File: config.mk
export PLATFORM = sky130hd
export DESIGN_NAME = sensor_status_data_regs
export DESIGN_NICKNAME = d
export VERILOG_FILES = /design/src/sensor_status_data_regs.v
export VERILOG_INCLUDE_DIRS = /design/src
export SDC_FILE = /design/constraint.sdc
export NUM_CORES = 1
export LEC_CHECK = 0
export BUFFER_PORTS_ARGS = -buffer_cell sky130_fd_sc_hd__buf_2
export CORE_MARGIN = 8
export CORE_UTILIZATION = 52
export DETAILED_ROUTE_END_ITERATION = 6
export GPL_TIMING_DRIVEN = 0
export HOLD_SLACK_MARGIN = 0.08
export PLACE_DENSITY = 0.85
export RECOVER_POWER = 100
export SLEW_MARGIN = 10
export SYNTH_ARGS = -nofsm -noshare
export SYNTH_HDL_FRONTEND = slang
export SYNTH_SLANG_ARGS = --single-unit
export TNS_END_PERCENT = 20
File: constraint.sdc
create_clock -name aclk -period 3.25 [get_ports aclk]
set_clock_uncertainty 0.1 [all_clocks]
set_input_delay 0.65 -clock aclk [delete_from_list [all_inputs] [get_ports aclk]]
set_output_delay 0.65 -clock aclk [all_outputs]
set_load 0.05 [all_outputs]
File: src/sensor_status_data_regs_regs.vh
// Register offsets, field positions and reset values of the sensor status and data register bank.
`ifndef SENSOR_STATUS_DATA_REGS_REGS_VH
`define SENSOR_STATUS_DATA_REGS_REGS_VH
// Register indices; the byte address is four times the index.
`define IDX_PART_IDENTIFIER 8'h00
`define IDX_ERROR_REPORT 8'h02
`define IDX_SENSOR_STATUS 8'h03
`define IDX_AUX_X_LOW 8'h0a
`define IDX_AUX_X_HIGH 8'h0b
`define IDX_AUX_Y_LOW 8'h0c
`define IDX_AUX_Y_HIGH 8'h0d
`define IDX_AUX_Z_LOW 8'h0e
`define IDX_AUX_Z_HIGH 8'h0f
`define IDX_AUX_R_LOW 8'h10
`define IDX_AUX_R_HIGH 8'h11
`define IDX_ACCEL_X_LOW 8'h12
`define IDX_IRQ_STATUS 8'h20
`define IDX_IRQ_MASK 8'h21
// Error report fields.
`define ERR_FATAL_BIT 0
`define ERR_CMD_BIT 1
`define ERR_CODE_LSB 2
`define ERR_QOVF_BIT 6
`define ERR_SBUS_BIT 7
`define ERR_CODE_NONE 3'h0
`define ERR_CODE_ACCEL_SETUP 3'h1
`define ERROR_REPORT_RESET 8'h00
// Status fields.
`define STAT_MANUAL_OP_BIT 2
`define STAT_CMD_IDLE_BIT 4
`define STAT_AUX_READY_BIT 5
`define STAT_ACCEL_READY_BIT 7
`define SENSOR_STATUS_RESET 8'h10
// Interrupt status bits.
`define IRQ_AUX_READY_BIT 0
`define IRQ_ACCEL_READY_BIT 1
`define IRQ_QOVF_BIT 2
`define IRQ_SBUS_BIT 3
`define IRQ_FATAL_BIT 4
`define IRQ_WIDTH 5
`define IRQ_MASK_RESET 5'h00
// Bus answers.
`define RESP_OKAY 2'h0
`define RESP_SLVERR 2'h2
`endif

File: src/sensor_status_data_regs.v
// AXI4-Lite register bank with sensor identifier, error report, status and sample data.
`timescale 1ns/1ps
`include "sensor_status_data_regs_regs.vh"
module sensor_status_data_regs #(
  parameter [7:0] PART_ID = 8'h5c // Arbitrary value.
)(
  input wire aclk,
  input wire aresetn,
  input wire [31:0] s_axi_awaddr,
  input wire s_axi_awvalid,
  output reg s_axi_awready,
  input wire [31:0] s_axi_wdata,
  input wire [3:0] s_axi_wstrb,
  input wire s_axi_wvalid,
  output reg s_axi_wready,
  output reg [1:0] s_axi_bresp,
  output reg s_axi_bvalid,
  input wire s_axi_bready,
  input wire [31:0] s_axi_araddr,
  input wire s_axi_arvalid,
  output reg s_axi_arready,
  output reg [31:0] s_axi_rdata,
  output reg [1:0] s_axi_rresp,
  output reg s_axi_rvalid,
  input wire s_axi_rready,
  input wire fatal_fault_set,
  input wire cmd_fault_set,
  input wire accel_setup_invalid,
  input wire queue_overflow_set,
  input wire secondary_bus_fault_set,
  input wire command_busy,
  input wire secondary_manual_op,
  input wire aux_sample_valid,
  input wire [15:0] aux_x,
  input wire [15:0] aux_y,
  input wire [15:0] aux_z,
  input wire [15:0] aux_r,
  input wire accel_sample_valid,
  input wire [7:0] accel_x_low,
  output reg irq
);

  reg fatal_q, cmd_err_q, qovf_q, sbus_q;
  reg [2:0] fault_code_q;
  reg cmd_idle_q, manual_op_q, aux_ready_q, accel_ready_q;
  reg [15:0] aux_x_q, aux_y_q, aux_z_q, aux_r_q;
  reg [7:0] accel_x_q;
  reg [`IRQ_WIDTH-1:0] irq_stat_q, irq_mask_q;
  reg aw_held_q, w_held_q;
  reg [7:0] aw_idx_q;
  reg [31:0] wdata_q;
  reg [3:0] wstrb_q;
  reg [7:0] rd_idx;
  reg rd_fire;
  reg rd_addr_ok;
  reg [31:0] rd_word;
  reg rd_ok;
  reg wr_mapped;
  reg [7:0] error_report;
  reg [7:0] sensor_status;
  reg aux_read;
  reg accel_read;
  reg err_read;
  reg irq_read;
  reg [`IRQ_WIDTH-1:0] irq_events;
  reg [`IRQ_WIDTH-1:0] irq_stat_d;

  // Assemble the error report from its fields; the reserved bit stays zero.
  always @*
  begin
    error_report = `ERROR_REPORT_RESET;
    error_report[`ERR_FATAL_BIT] = fatal_q;
    error_report[`ERR_CMD_BIT] = cmd_err_q;
    error_report[`ERR_CODE_LSB +: 3] = fault_code_q;
    error_report[`ERR_QOVF_BIT] = qovf_q;
    error_report[`ERR_SBUS_BIT] = sbus_q;
  end

  // Assemble the status byte from its flags; reserved bits stay zero.
  always @*
  begin
    sensor_status = 8'h00;
    sensor_status[`STAT_MANUAL_OP_BIT] = manual_op_q;
    sensor_status[`STAT_CMD_IDLE_BIT] = cmd_idle_q;
    sensor_status[`STAT_AUX_READY_BIT] = aux_ready_q;
    sensor_status[`STAT_ACCEL_READY_BIT] = accel_ready_q;
  end

  // Read address handshake and the index and alignment of the address it carries.
  always @*
  begin
    rd_fire = s_axi_arvalid && s_axi_arready;
    rd_idx = s_axi_araddr[9:2];
    rd_addr_ok = s_axi_araddr[31:10] == 22'h000000 && s_axi_araddr[1:0] == 2'b00;
  end

  // Side effects of a read take place at the edge that takes its address.
  always @*
  begin
    aux_read = 1'b0;
    accel_read = 1'b0;
    err_read = 1'b0;
    irq_read = 1'b0;
    if (rd_fire && rd_addr_ok)
      case (rd_idx)
        `IDX_ERROR_REPORT: err_read = 1'b1;
        `IDX_AUX_X_LOW: aux_read = 1'b1;
        `IDX_AUX_X_HIGH: aux_read = 1'b1;
        `IDX_AUX_Y_LOW: aux_read = 1'b1;
        `IDX_AUX_Y_HIGH: aux_read = 1'b1;
        `IDX_AUX_Z_LOW: aux_read = 1'b1;
        `IDX_AUX_Z_HIGH: aux_read = 1'b1;
        `IDX_AUX_R_LOW: aux_read = 1'b1;
        `IDX_AUX_R_HIGH: aux_read = 1'b1;
        `IDX_ACCEL_X_LOW: accel_read = 1'b1;
        `IDX_IRQ_STATUS: irq_read = 1'b1;
        default: irq_read = 1'b0;
      endcase
  end

  // Read mux for every mapped register.
  always @*
  begin
    rd_word = 32'h00000000;
    rd_ok = 1'b1;
    if (!rd_addr_ok)
      rd_ok = 1'b0;
    else
      case (rd_idx)
        `IDX_PART_IDENTIFIER: rd_word = {24'h000000, PART_ID};
        `IDX_ERROR_REPORT: rd_word = {24'h000000, error_report};
        `IDX_SENSOR_STATUS: rd_word = {24'h000000, sensor_status};
        `IDX_AUX_X_LOW: rd_word = {24'h000000, aux_x_q[7:0]};
        `IDX_AUX_X_HIGH: rd_word = {24'h000000, aux_x_q[15:8]};
        `IDX_AUX_Y_LOW: rd_word = {24'h000000, aux_y_q[7:0]};
        `IDX_AUX_Y_HIGH: rd_word = {24'h000000, aux_y_q[15:8]};
        `IDX_AUX_Z_LOW: rd_word = {24'h000000, aux_z_q[7:0]};
        `IDX_AUX_Z_HIGH: rd_word = {24'h000000, aux_z_q[15:8]};
        `IDX_AUX_R_LOW: rd_word = {24'h000000, aux_r_q[7:0]};
        `IDX_AUX_R_HIGH: rd_word = {24'h000000, aux_r_q[15:8]};
        `IDX_ACCEL_X_LOW: rd_word = {24'h000000, accel_x_q};
        `IDX_IRQ_STATUS: rd_word = {27'h0000000, irq_stat_q};
        `IDX_IRQ_MASK: rd_word = {27'h0000000, irq_mask_q};
        default: rd_ok = 1'b0;
      endcase
  end

  // Read channel: one read at a time, answer one cycle after the address is taken.
  always @(posedge aclk)
  begin
    if (!aresetn)
    begin
      s_axi_arready <= 1'b0;
      s_axi_rvalid <= 1'b0;
      s_axi_rdata <= 32'h00000000;
      s_axi_rresp <= `RESP_OKAY;
    end
    else if (rd_fire)
    begin
      s_axi_arready <= 1'b0;
      s_axi_rvalid <= 1'b1;
      s_axi_rdata <= rd_word;
      s_axi_rresp <= rd_ok ? `RESP_OKAY : `RESP_SLVERR;
    end
    else if (s_axi_rvalid)
    begin
      if (s_axi_rready)
      begin
        s_axi_rvalid <= 1'b0;
        s_axi_arready <= 1'b1;
      end
    end
    else
      s_axi_arready <= 1'b1;
  end

  // Mapped indices answer a write with OKAY; only the mask takes its data.
  always @*
  begin
    wr_mapped = 1'b0;
    case (aw_idx_q)
      `IDX_PART_IDENTIFIER: wr_mapped = 1'b1;
      `IDX_ERROR_REPORT: wr_mapped = 1'b1;
      `IDX_SENSOR_STATUS: wr_mapped = 1'b1;
      `IDX_AUX_X_LOW: wr_mapped = 1'b1;
      `IDX_AUX_X_HIGH: wr_mapped = 1'b1;
      `IDX_AUX_Y_LOW: wr_mapped = 1'b1;
      `IDX_AUX_Y_HIGH: wr_mapped = 1'b1;
      `IDX_AUX_Z_LOW: wr_mapped = 1'b1;
      `IDX_AUX_Z_HIGH: wr_mapped = 1'b1;
      `IDX_AUX_R_LOW: wr_mapped = 1'b1;
      `IDX_AUX_R_HIGH: wr_mapped = 1'b1;
      `IDX_ACCEL_X_LOW: wr_mapped = 1'b1;
      `IDX_IRQ_STATUS: wr_mapped = 1'b1;
      `IDX_IRQ_MASK: wr_mapped = 1'b1;
      default: wr_mapped = 1'b0;
    endcase
  end

  // Write channel: address and data taken in either order; only the mask is writable.
  always @(posedge aclk)
  begin
    if (!aresetn)
    begin
      s_axi_awready <= 1'b0;
      s_axi_wready <= 1'b0;
      s_axi_bvalid <= 1'b0;
      s_axi_bresp <= `RESP_OKAY;
      aw_held_q <= 1'b0;
      w_held_q <= 1'b0;
      aw_idx_q <= 8'h00;
      wdata_q <= 32'h00000000;
      wstrb_q <= 4'h0;
      irq_mask_q <= `IRQ_MASK_RESET;
    end
    else
    begin
      // Each channel is refused while its item is held or a response waits.
      s_axi_awready <= !aw_held_q && !s_axi_bvalid && !(s_axi_awvalid && s_axi_awready);
      s_axi_wready <= !w_held_q && !s_axi_bvalid && !(s_axi_wvalid && s_axi_wready);
      if (s_axi_awvalid && s_axi_awready)
      begin
        aw_held_q <= 1'b1;
        aw_idx_q <= (s_axi_awaddr[31:10] == 22'h000000 && s_axi_awaddr[1:0] == 2'b00)
          ? s_axi_awaddr[9:2] : 8'hff;
      end
      if (s_axi_wvalid && s_axi_wready)
      begin
        w_held_q <= 1'b1;
        wdata_q <= s_axi_wdata;
        wstrb_q <= s_axi_wstrb;
      end
      if (aw_held_q && w_held_q && !s_axi_bvalid)
      begin
        aw_held_q <= 1'b0;
        w_held_q <= 1'b0;
        s_axi_bvalid <= 1'b1;
        // Read-only registers accept the write and ignore it.
        s_axi_bresp <= wr_mapped ? `RESP_OKAY : `RESP_SLVERR;
        if (aw_idx_q == `IDX_IRQ_MASK && wstrb_q[0])
          irq_mask_q <= wdata_q[`IRQ_WIDTH-1:0];
      end
      else if (s_axi_bvalid && s_axi_bready)
        s_axi_bvalid <= 1'b0;
    end
  end

  // Error report flags; a fault in the clearing cycle keeps its flag set.
  always @(posedge aclk)
  begin
    if (!aresetn)
    begin
      fatal_q <= 1'b0;
      cmd_err_q <= 1'b0;
      qovf_q <= 1'b0;
      sbus_q <= 1'b0;
      fault_code_q <= `ERR_CODE_NONE;
    end
    else
    begin
      fatal_q <= fatal_q || fatal_fault_set;
      cmd_err_q <= cmd_fault_set || (cmd_err_q && !err_read);
      qovf_q <= queue_overflow_set || (qovf_q && !err_read);
      sbus_q <= secondary_bus_fault_set || (sbus_q && !err_read);
      fault_code_q <= accel_setup_invalid ? `ERR_CODE_ACCEL_SETUP : `ERR_CODE_NONE;
    end
  end

  // Status flags and sample capture; a new sample beats the read that clears.
  always @(posedge aclk)
  begin
    if (!aresetn)
    begin
      cmd_idle_q <= 1'b1;
      manual_op_q <= 1'b0;
      aux_ready_q <= 1'b0;
      accel_ready_q <= 1'b0;
      aux_x_q <= 16'h0000;
      aux_y_q <= 16'h0000;
      aux_z_q <= 16'h0000;
      aux_r_q <= 16'h0000;
      accel_x_q <= 8'h00;
    end
    else
    begin
      cmd_idle_q <= !command_busy;
      manual_op_q <= secondary_manual_op;
      aux_ready_q <= aux_sample_valid || (aux_ready_q && !aux_read);
      accel_ready_q <= accel_sample_valid || (accel_ready_q && !accel_read);
      // All four auxiliary words are captured together so that they stay coherent.
      if (aux_sample_valid)
      begin
        aux_x_q <= aux_x;
        aux_y_q <= aux_y;
        aux_z_q <= aux_z;
        aux_r_q <= aux_r;
      end
      if (accel_sample_valid)
        accel_x_q <= accel_x_low;
    end
  end

  // Interrupt events in their status bit positions, and the next sticky status.
  always @*
  begin
    irq_events = {`IRQ_WIDTH{1'b0}};
    irq_events[`IRQ_AUX_READY_BIT] = aux_sample_valid;
    irq_events[`IRQ_ACCEL_READY_BIT] = accel_sample_valid;
    irq_events[`IRQ_QOVF_BIT] = queue_overflow_set;
    irq_events[`IRQ_SBUS_BIT] = secondary_bus_fault_set;
    irq_events[`IRQ_FATAL_BIT] = fatal_fault_set;
    irq_stat_d = irq_events | (irq_read ? {`IRQ_WIDTH{1'b0}} : irq_stat_q);
  end

  // Sticky interrupt status, cleared by a read of it, gated by the mask.
  always @(posedge aclk)
  begin
    if (!aresetn)
    begin
      irq_stat_q <= {`IRQ_WIDTH{1'b0}};
      irq <= 1'b0;
    end
    else
    begin
      irq_stat_q <= irq_stat_d;
      irq <= |(irq_stat_d & irq_mask_q);
    end
  end

endmodule

==> report_table.html <==
<table>
<tr><th>Metric</th><th>Value</th></tr>
<tr><th colspan="2">Setup path</th></tr>
<tr><td>Classification of the worst setup path</td><td>in2reg</td></tr>
<tr><td>Combined buffer and inverter count along the critical path</td><td>3</td></tr>
<tr><td>Crit path launch</td><td>s_axi_araddr[9]</td></tr>
<tr><td>Launch instance of the worst register-to-register path</td><td>s_axi_arready</td></tr>
<tr><td>Biggest cell delay along the critical path</td><td>0.56 ns</td></tr>
<tr><td>Top delay family on crit path</td><td>buffers and inverters</td></tr>
<tr><td>Cell at the slowest stage of the critical path</td><td>sky130_fd_sc_hd__nor4_1</td></tr>
<tr><td>Worst path cell trace</td><td>clkbuf_1 &gt; nor4_1 &gt; and2_0 &gt; clkbuf_1 &gt; clkbuf_1 &gt; a22oi_1 &gt; o21ai_0 &gt; o32a_1</td></tr>
<tr><td>Critical-path maximum fanout</td><td>10</td></tr>
<tr><td>Endpoint type of the worst setup path</td><td>flip-flop</td></tr>
<tr><td>Critical path's most frequent cell</td><td>sky130_fd_sc_hd__clkbuf_1</td></tr>
<tr><td>Data arrival, critical path</td><td>3.19 ns</td></tr>
<tr><td>Critical path data required time</td><td>3.60 ns</td></tr>
<tr><td>Startpoint types</td><td>primary input</td></tr>
<tr><th colspan="2">Global routing</th></tr>
<tr><td>Number of global-route vias before repair</td><td>5595</td></tr>
<tr><td>GRT met2 Usage</td><td>0.4118</td></tr>
<tr><td>Remaining Overflow, GRT</td><td>0</td></tr>
<tr><td>Routing layer with the top usage in global route</td><td>met2</td></tr>
<tr><td>Number of antenna violations at the first check in global routing</td><td>1</td></tr>
<tr><td>Met3 Resource Use GR</td><td>0.09535</td></tr>
<tr><td>First-pass GRT wire length</td><td>28070 µm</td></tr>
<tr><td>Global-route total usage across every layer</td><td>0.2466</td></tr>
<tr><td>Maximum number of pins on one net before global-route repair</td><td>17</td></tr>
<tr><td>Met1 demand-to-capacity share in global routing</td><td>0.2799</td></tr>
<tr><th colspan="2">STA</th></tr>
<tr><td>Final Slew Violations</td><td>0</td></tr>
<tr><td>Final setup violation count</td><td>0</td></tr>
<tr><td>Final setup TNS</td><td>0 ns</td></tr>
<tr><td>Transition time at the pin with the least slew margin</td><td>0.8345 ns</td></tr>
<tr><td>Max-slew headroom at the worst pin</td><td>0.4437</td></tr>
<tr><td>Number of hold violations in the final report</td><td>0</td></tr>
<tr><td>Final worst slack</td><td>0.4077 ns</td></tr>
<tr><td>Maximum clock frequency</td><td>351.8 MHz</td></tr>
<tr><td>Unrepaired setup endpoints after global routing</td><td>false</td></tr>
<tr><td>Post-layout minimum cycle time</td><td>2.842 ns</td></tr>
<tr><td>Final worst-path cycle share</td><td>0.8746</td></tr>
<tr><th colspan="2">Finish</th></tr>
<tr><td>Antenna cell count</td><td>0</td></tr>
<tr><td>Fraction of final layout cells with drive strength greater than 1</td><td>0.2656</td></tr>
<tr><td>Area growth from synthesis to layout</td><td>29.35%</td></tr>
<tr><td>Commonest non-fill, non-tap cell in the layout</td><td>sky130_fd_sc_hd__buf_2</td></tr>
<tr><td>Total of fill cells in the finished design</td><td>897</td></tr>
<tr><td>Commonest non-fill, non-tap cells in the layout</td><td>sky130_fd_sc_hd__buf_2 (154), sky130_fd_sc_hd__dfxtp_1 (124), sky130_fd_sc_hd__nor2_1 (111)</td></tr>
<tr><td>Number of nets in the layout</td><td>1023</td></tr>
<tr><th colspan="2">Synth</th></tr>
<tr><td>Most used flip-flop cell after synthesis</td><td>sky130_fd_sc_hd__dfxtp_1</td></tr>
<tr><td>Top cells by area in the synthesized netlist</td><td>sky130_fd_sc_hd__dfxtp_1 (44%), sky130_fd_sc_hd__mux2i_1 (16%), sky130_fd_sc_hd__nor2_1 (7.4%), sky130_fd_sc_hd__buf_4 (3.5%), sky130_fd_sc_hd__a21oi_1 (2.3%)</td></tr>
<tr><td>Largest area contributor in the synthesized netlist</td><td>sky130_fd_sc_hd__dfxtp_1</td></tr>
<tr><td>Yosys top cell area share</td><td>0.4422</td></tr>
<tr><td>Gate count after technology mapping</td><td>621</td></tr>
<tr><td>Async S/R FF share, synth</td><td>0</td></tr>
<tr><td>Warning count from the yosys run</td><td>0</td></tr>
<tr><td>Syn Area/Cell</td><td>9.040 µm²</td></tr>
<tr><td>Number of distinct library cell variants in the gate-level netlist after synthesis</td><td>57</td></tr>
<tr><td>Part of the Yosys area used for sequential elements</td><td>0.4422</td></tr>
<tr><td>Area of the mapped netlist</td><td>5614 µm²</td></tr>
<tr><td>Number of flops mapped to enable cells by yosys</td><td>0</td></tr>
<tr><td>Number of synthesized register bits</td><td>124</td></tr>
<tr><th colspan="2">Clocking</th></tr>
<tr><td>Hold buffer count at cts</td><td>0</td></tr>
<tr><td>Count of cells resized by post-cts repair</td><td>0</td></tr>
<tr><td>Post-CTS Setup Bufs</td><td>0</td></tr>
<tr><td>Clock transition at the register clock pins on the worst setup and hold paths after CTS</td><td>0.06 ns</td></tr>
<tr><td>CTS HTree Levels</td><td>4</td></tr>
<tr><td>Clock Tree Root</td><td>sky130_fd_sc_hd__clkbuf_8</td></tr>
<tr><td># clock sinks</td><td>124</td></tr>
<tr><td>Clock latency on the worst-skew pair</td><td>0.51 ns</td></tr>
<tr><td>TritonCTS clock tree</td><td>done</td></tr>
<tr><td>CTS max path bufs</td><td>2</td></tr>
<tr><td>Number of CTS-inserted buffers</td><td>17</td></tr>
<tr><th colspan="2">Run</th></tr>
<tr><td>Reported max-cap violation count</td><td>0</td></tr>
<tr><th colspan="2">Floorplan</th></tr>
<tr><td>IO Pins</td><td>230</td></tr>
<tr><td>Site Rows</td><td>38</td></tr>
<tr><td>Die ar.</td><td>14380 µm²</td></tr>
<tr><td>Starting Density</td><td>0.5248</td></tr>
<tr><td>Die height</td><td>119.9 µm</td></tr>
<tr><td>Core footprint</td><td>10700 µm²</td></tr>
<tr><td>Width of the die</td><td>119.9 µm</td></tr>
<tr><th colspan="2">Status</th></tr>
<tr><td>Status</td><td>completed</td></tr>
<tr><th colspan="2">Route</th></tr>
<tr><td>ANT nets after route</td><td>0</td></tr>
<tr><td>Average detailed-routed wire length per instance</td><td>18.00 µm</td></tr>
<tr><td>Number of search-and-repair iterations in the first detailed-routing pass</td><td>5</td></tr>
<tr><td>Number of DRC markers in iteration 0</td><td>336</td></tr>
<tr><td>Total wirelength of the detailed-routed design</td><td>17760 µm</td></tr>
<tr><td>DR vias</td><td>5396</td></tr>
<tr><td>Via density</td><td>5.467</td></tr>
<tr><td>Total DRC errors in the routed layout</td><td>0</td></tr>
<tr><th colspan="2">Pwr</th></tr>
<tr><td>PwrDens</td><td>545.1 nW/µm²</td></tr>
<tr><td>Static leakage</td><td>0.003369 µW</td></tr>
<tr><td>VDD IR-drop max</td><td>380.7 µV</td></tr>
<tr><th colspan="2">Place</th></tr>
<tr><td>Routability-driven placement congestion ratio</td><td>0.9422</td></tr>
<tr><td>Number of buffers added on ports</td><td>170</td></tr>
<tr><td>Worst setup slack after placement</td><td>0.1715 ns</td></tr>
<tr><td>Total half-perimeter wirelength after legalization and detailed placement</td><td>13630 µm</td></tr>
<tr><th colspan="2">Hold path</th></tr>
<tr><td>Hold path startpoint</td><td>command_busy</td></tr>
<tr><td>Min-delay worst type</td><td>in2reg</td></tr>
</table>
==> logic make-up after synthesis <==
group,Yosys count,share of synthesized area
simple gates,211,0.1770
flops,124,0.4422
compound gates,109,0.1377
mux,93,0.1669
buf+inv,82,0.07399
xor+xnor,1,0.001560
other cells,1,0.0006680
==> layer usage <==
layer | part of all wire | routed length [µm] | vias up
met4 | 0.030 | 527 | 2
met1 | 0.40 | 7136 | 2483
li1 | - | - | 2588
met5 | 0.00073 | 13 | -
met3 | 0.093 | 1659 | 37
met2 | 0.47 | 8427 | 286
==> where the power goes <==
| group | total, µW | internal [µW] | switching, µW |
|---|---|---|---|
| Combinational | 500 | 201 | 299 |
| Sequential | 1660 | 1610 | 51.7 |
| Clock | 1800 | 1120 | 676 |
| Total | 3960 | 2930 | 1030 |
==> synth_stat cells (8+ instances only) <==
cell type and count:
sky130_fd_sc_hd__inv_1 15, sky130_fd_sc_hd__a22oi_1 9, sky130_fd_sc_hd__buf_1 10, sky130_fd_sc_hd__dfxtp_1 124, sky130_fd_sc_hd__nor2_1 110, sky130_fd_sc_hd__o21ai_0 16, sky130_fd_sc_hd__buf_4 26, sky130_fd_sc_hd__clkbuf_1 23
sky130_fd_sc_hd__nand2_1 26, sky130_fd_sc_hd__a21oi_1 26, sky130_fd_sc_hd__nor4_1 15, sky130_fd_sc_hd__buf_2 8, sky130_fd_sc_hd__mux2i_1 88, sky130_fd_sc_hd__nand3_1 15
==> registers in the layout (all words and copies together), names as in the netlist, 5 cells and up, named ones only <==
| signal | cells |
|---|---|
| aux_r_q | 16 |
| aux_x_q | 16 |
| aux_y_q | 16 |
| aux_z_q | 16 |
| accel_x_q | 8 |
| aw_idx_q | 8 |
| s_axi_rdata | 8 |
| irq_mask_q | 5 |
| irq_stat_q | 5 |
| wdata_q | 5 |
==> path summary, 6_finish.rpt <==
| kind | end | slack, ns | cells past startpoint |
|---|---|---|---|
| min | cmd_idle_q | 0.21 | 2 |
| max | s_axi_rdata[1] | 0.41 | 8 |
| min reg2reg | wdata_q[1] | 0.36 | 2 |
| max reg2reg | irq | 0.89 | 7 |
==> area by class of cell <==
class,instances,area (µm²),share of cell area
clock buffer,20,445.4,0.06134
multi-input combinational,440,2803,0.3859
clock inverter,11,120.1,0.01654
inverter,15,56.30,0.007753
tap,140,175.2,0.02412
buffer,67,354.1,0.04876
timing repair buffer,170,825.8,0.1137
sequential,124,2482,0.3418
==> per-stage QoR <==
stage          power, µW  instance area, µm²  cells    util  hold WS, ns
2_1_floorplan       2000                5708    646       -       0.3009
4_1_cts             3958                7300    987  0.6823       0.2012
3_5_place_dp        2184                6734    956  0.6295       0.3265
6_report            3958                7262    987  0.6788       0.2098
5_1_grt             4093                7262    987  0.6788       0.2043
3_3_place_gp        2174                6734    956  0.6295       0.3125
No activity file was read; power rests on OpenSTA's default activity.
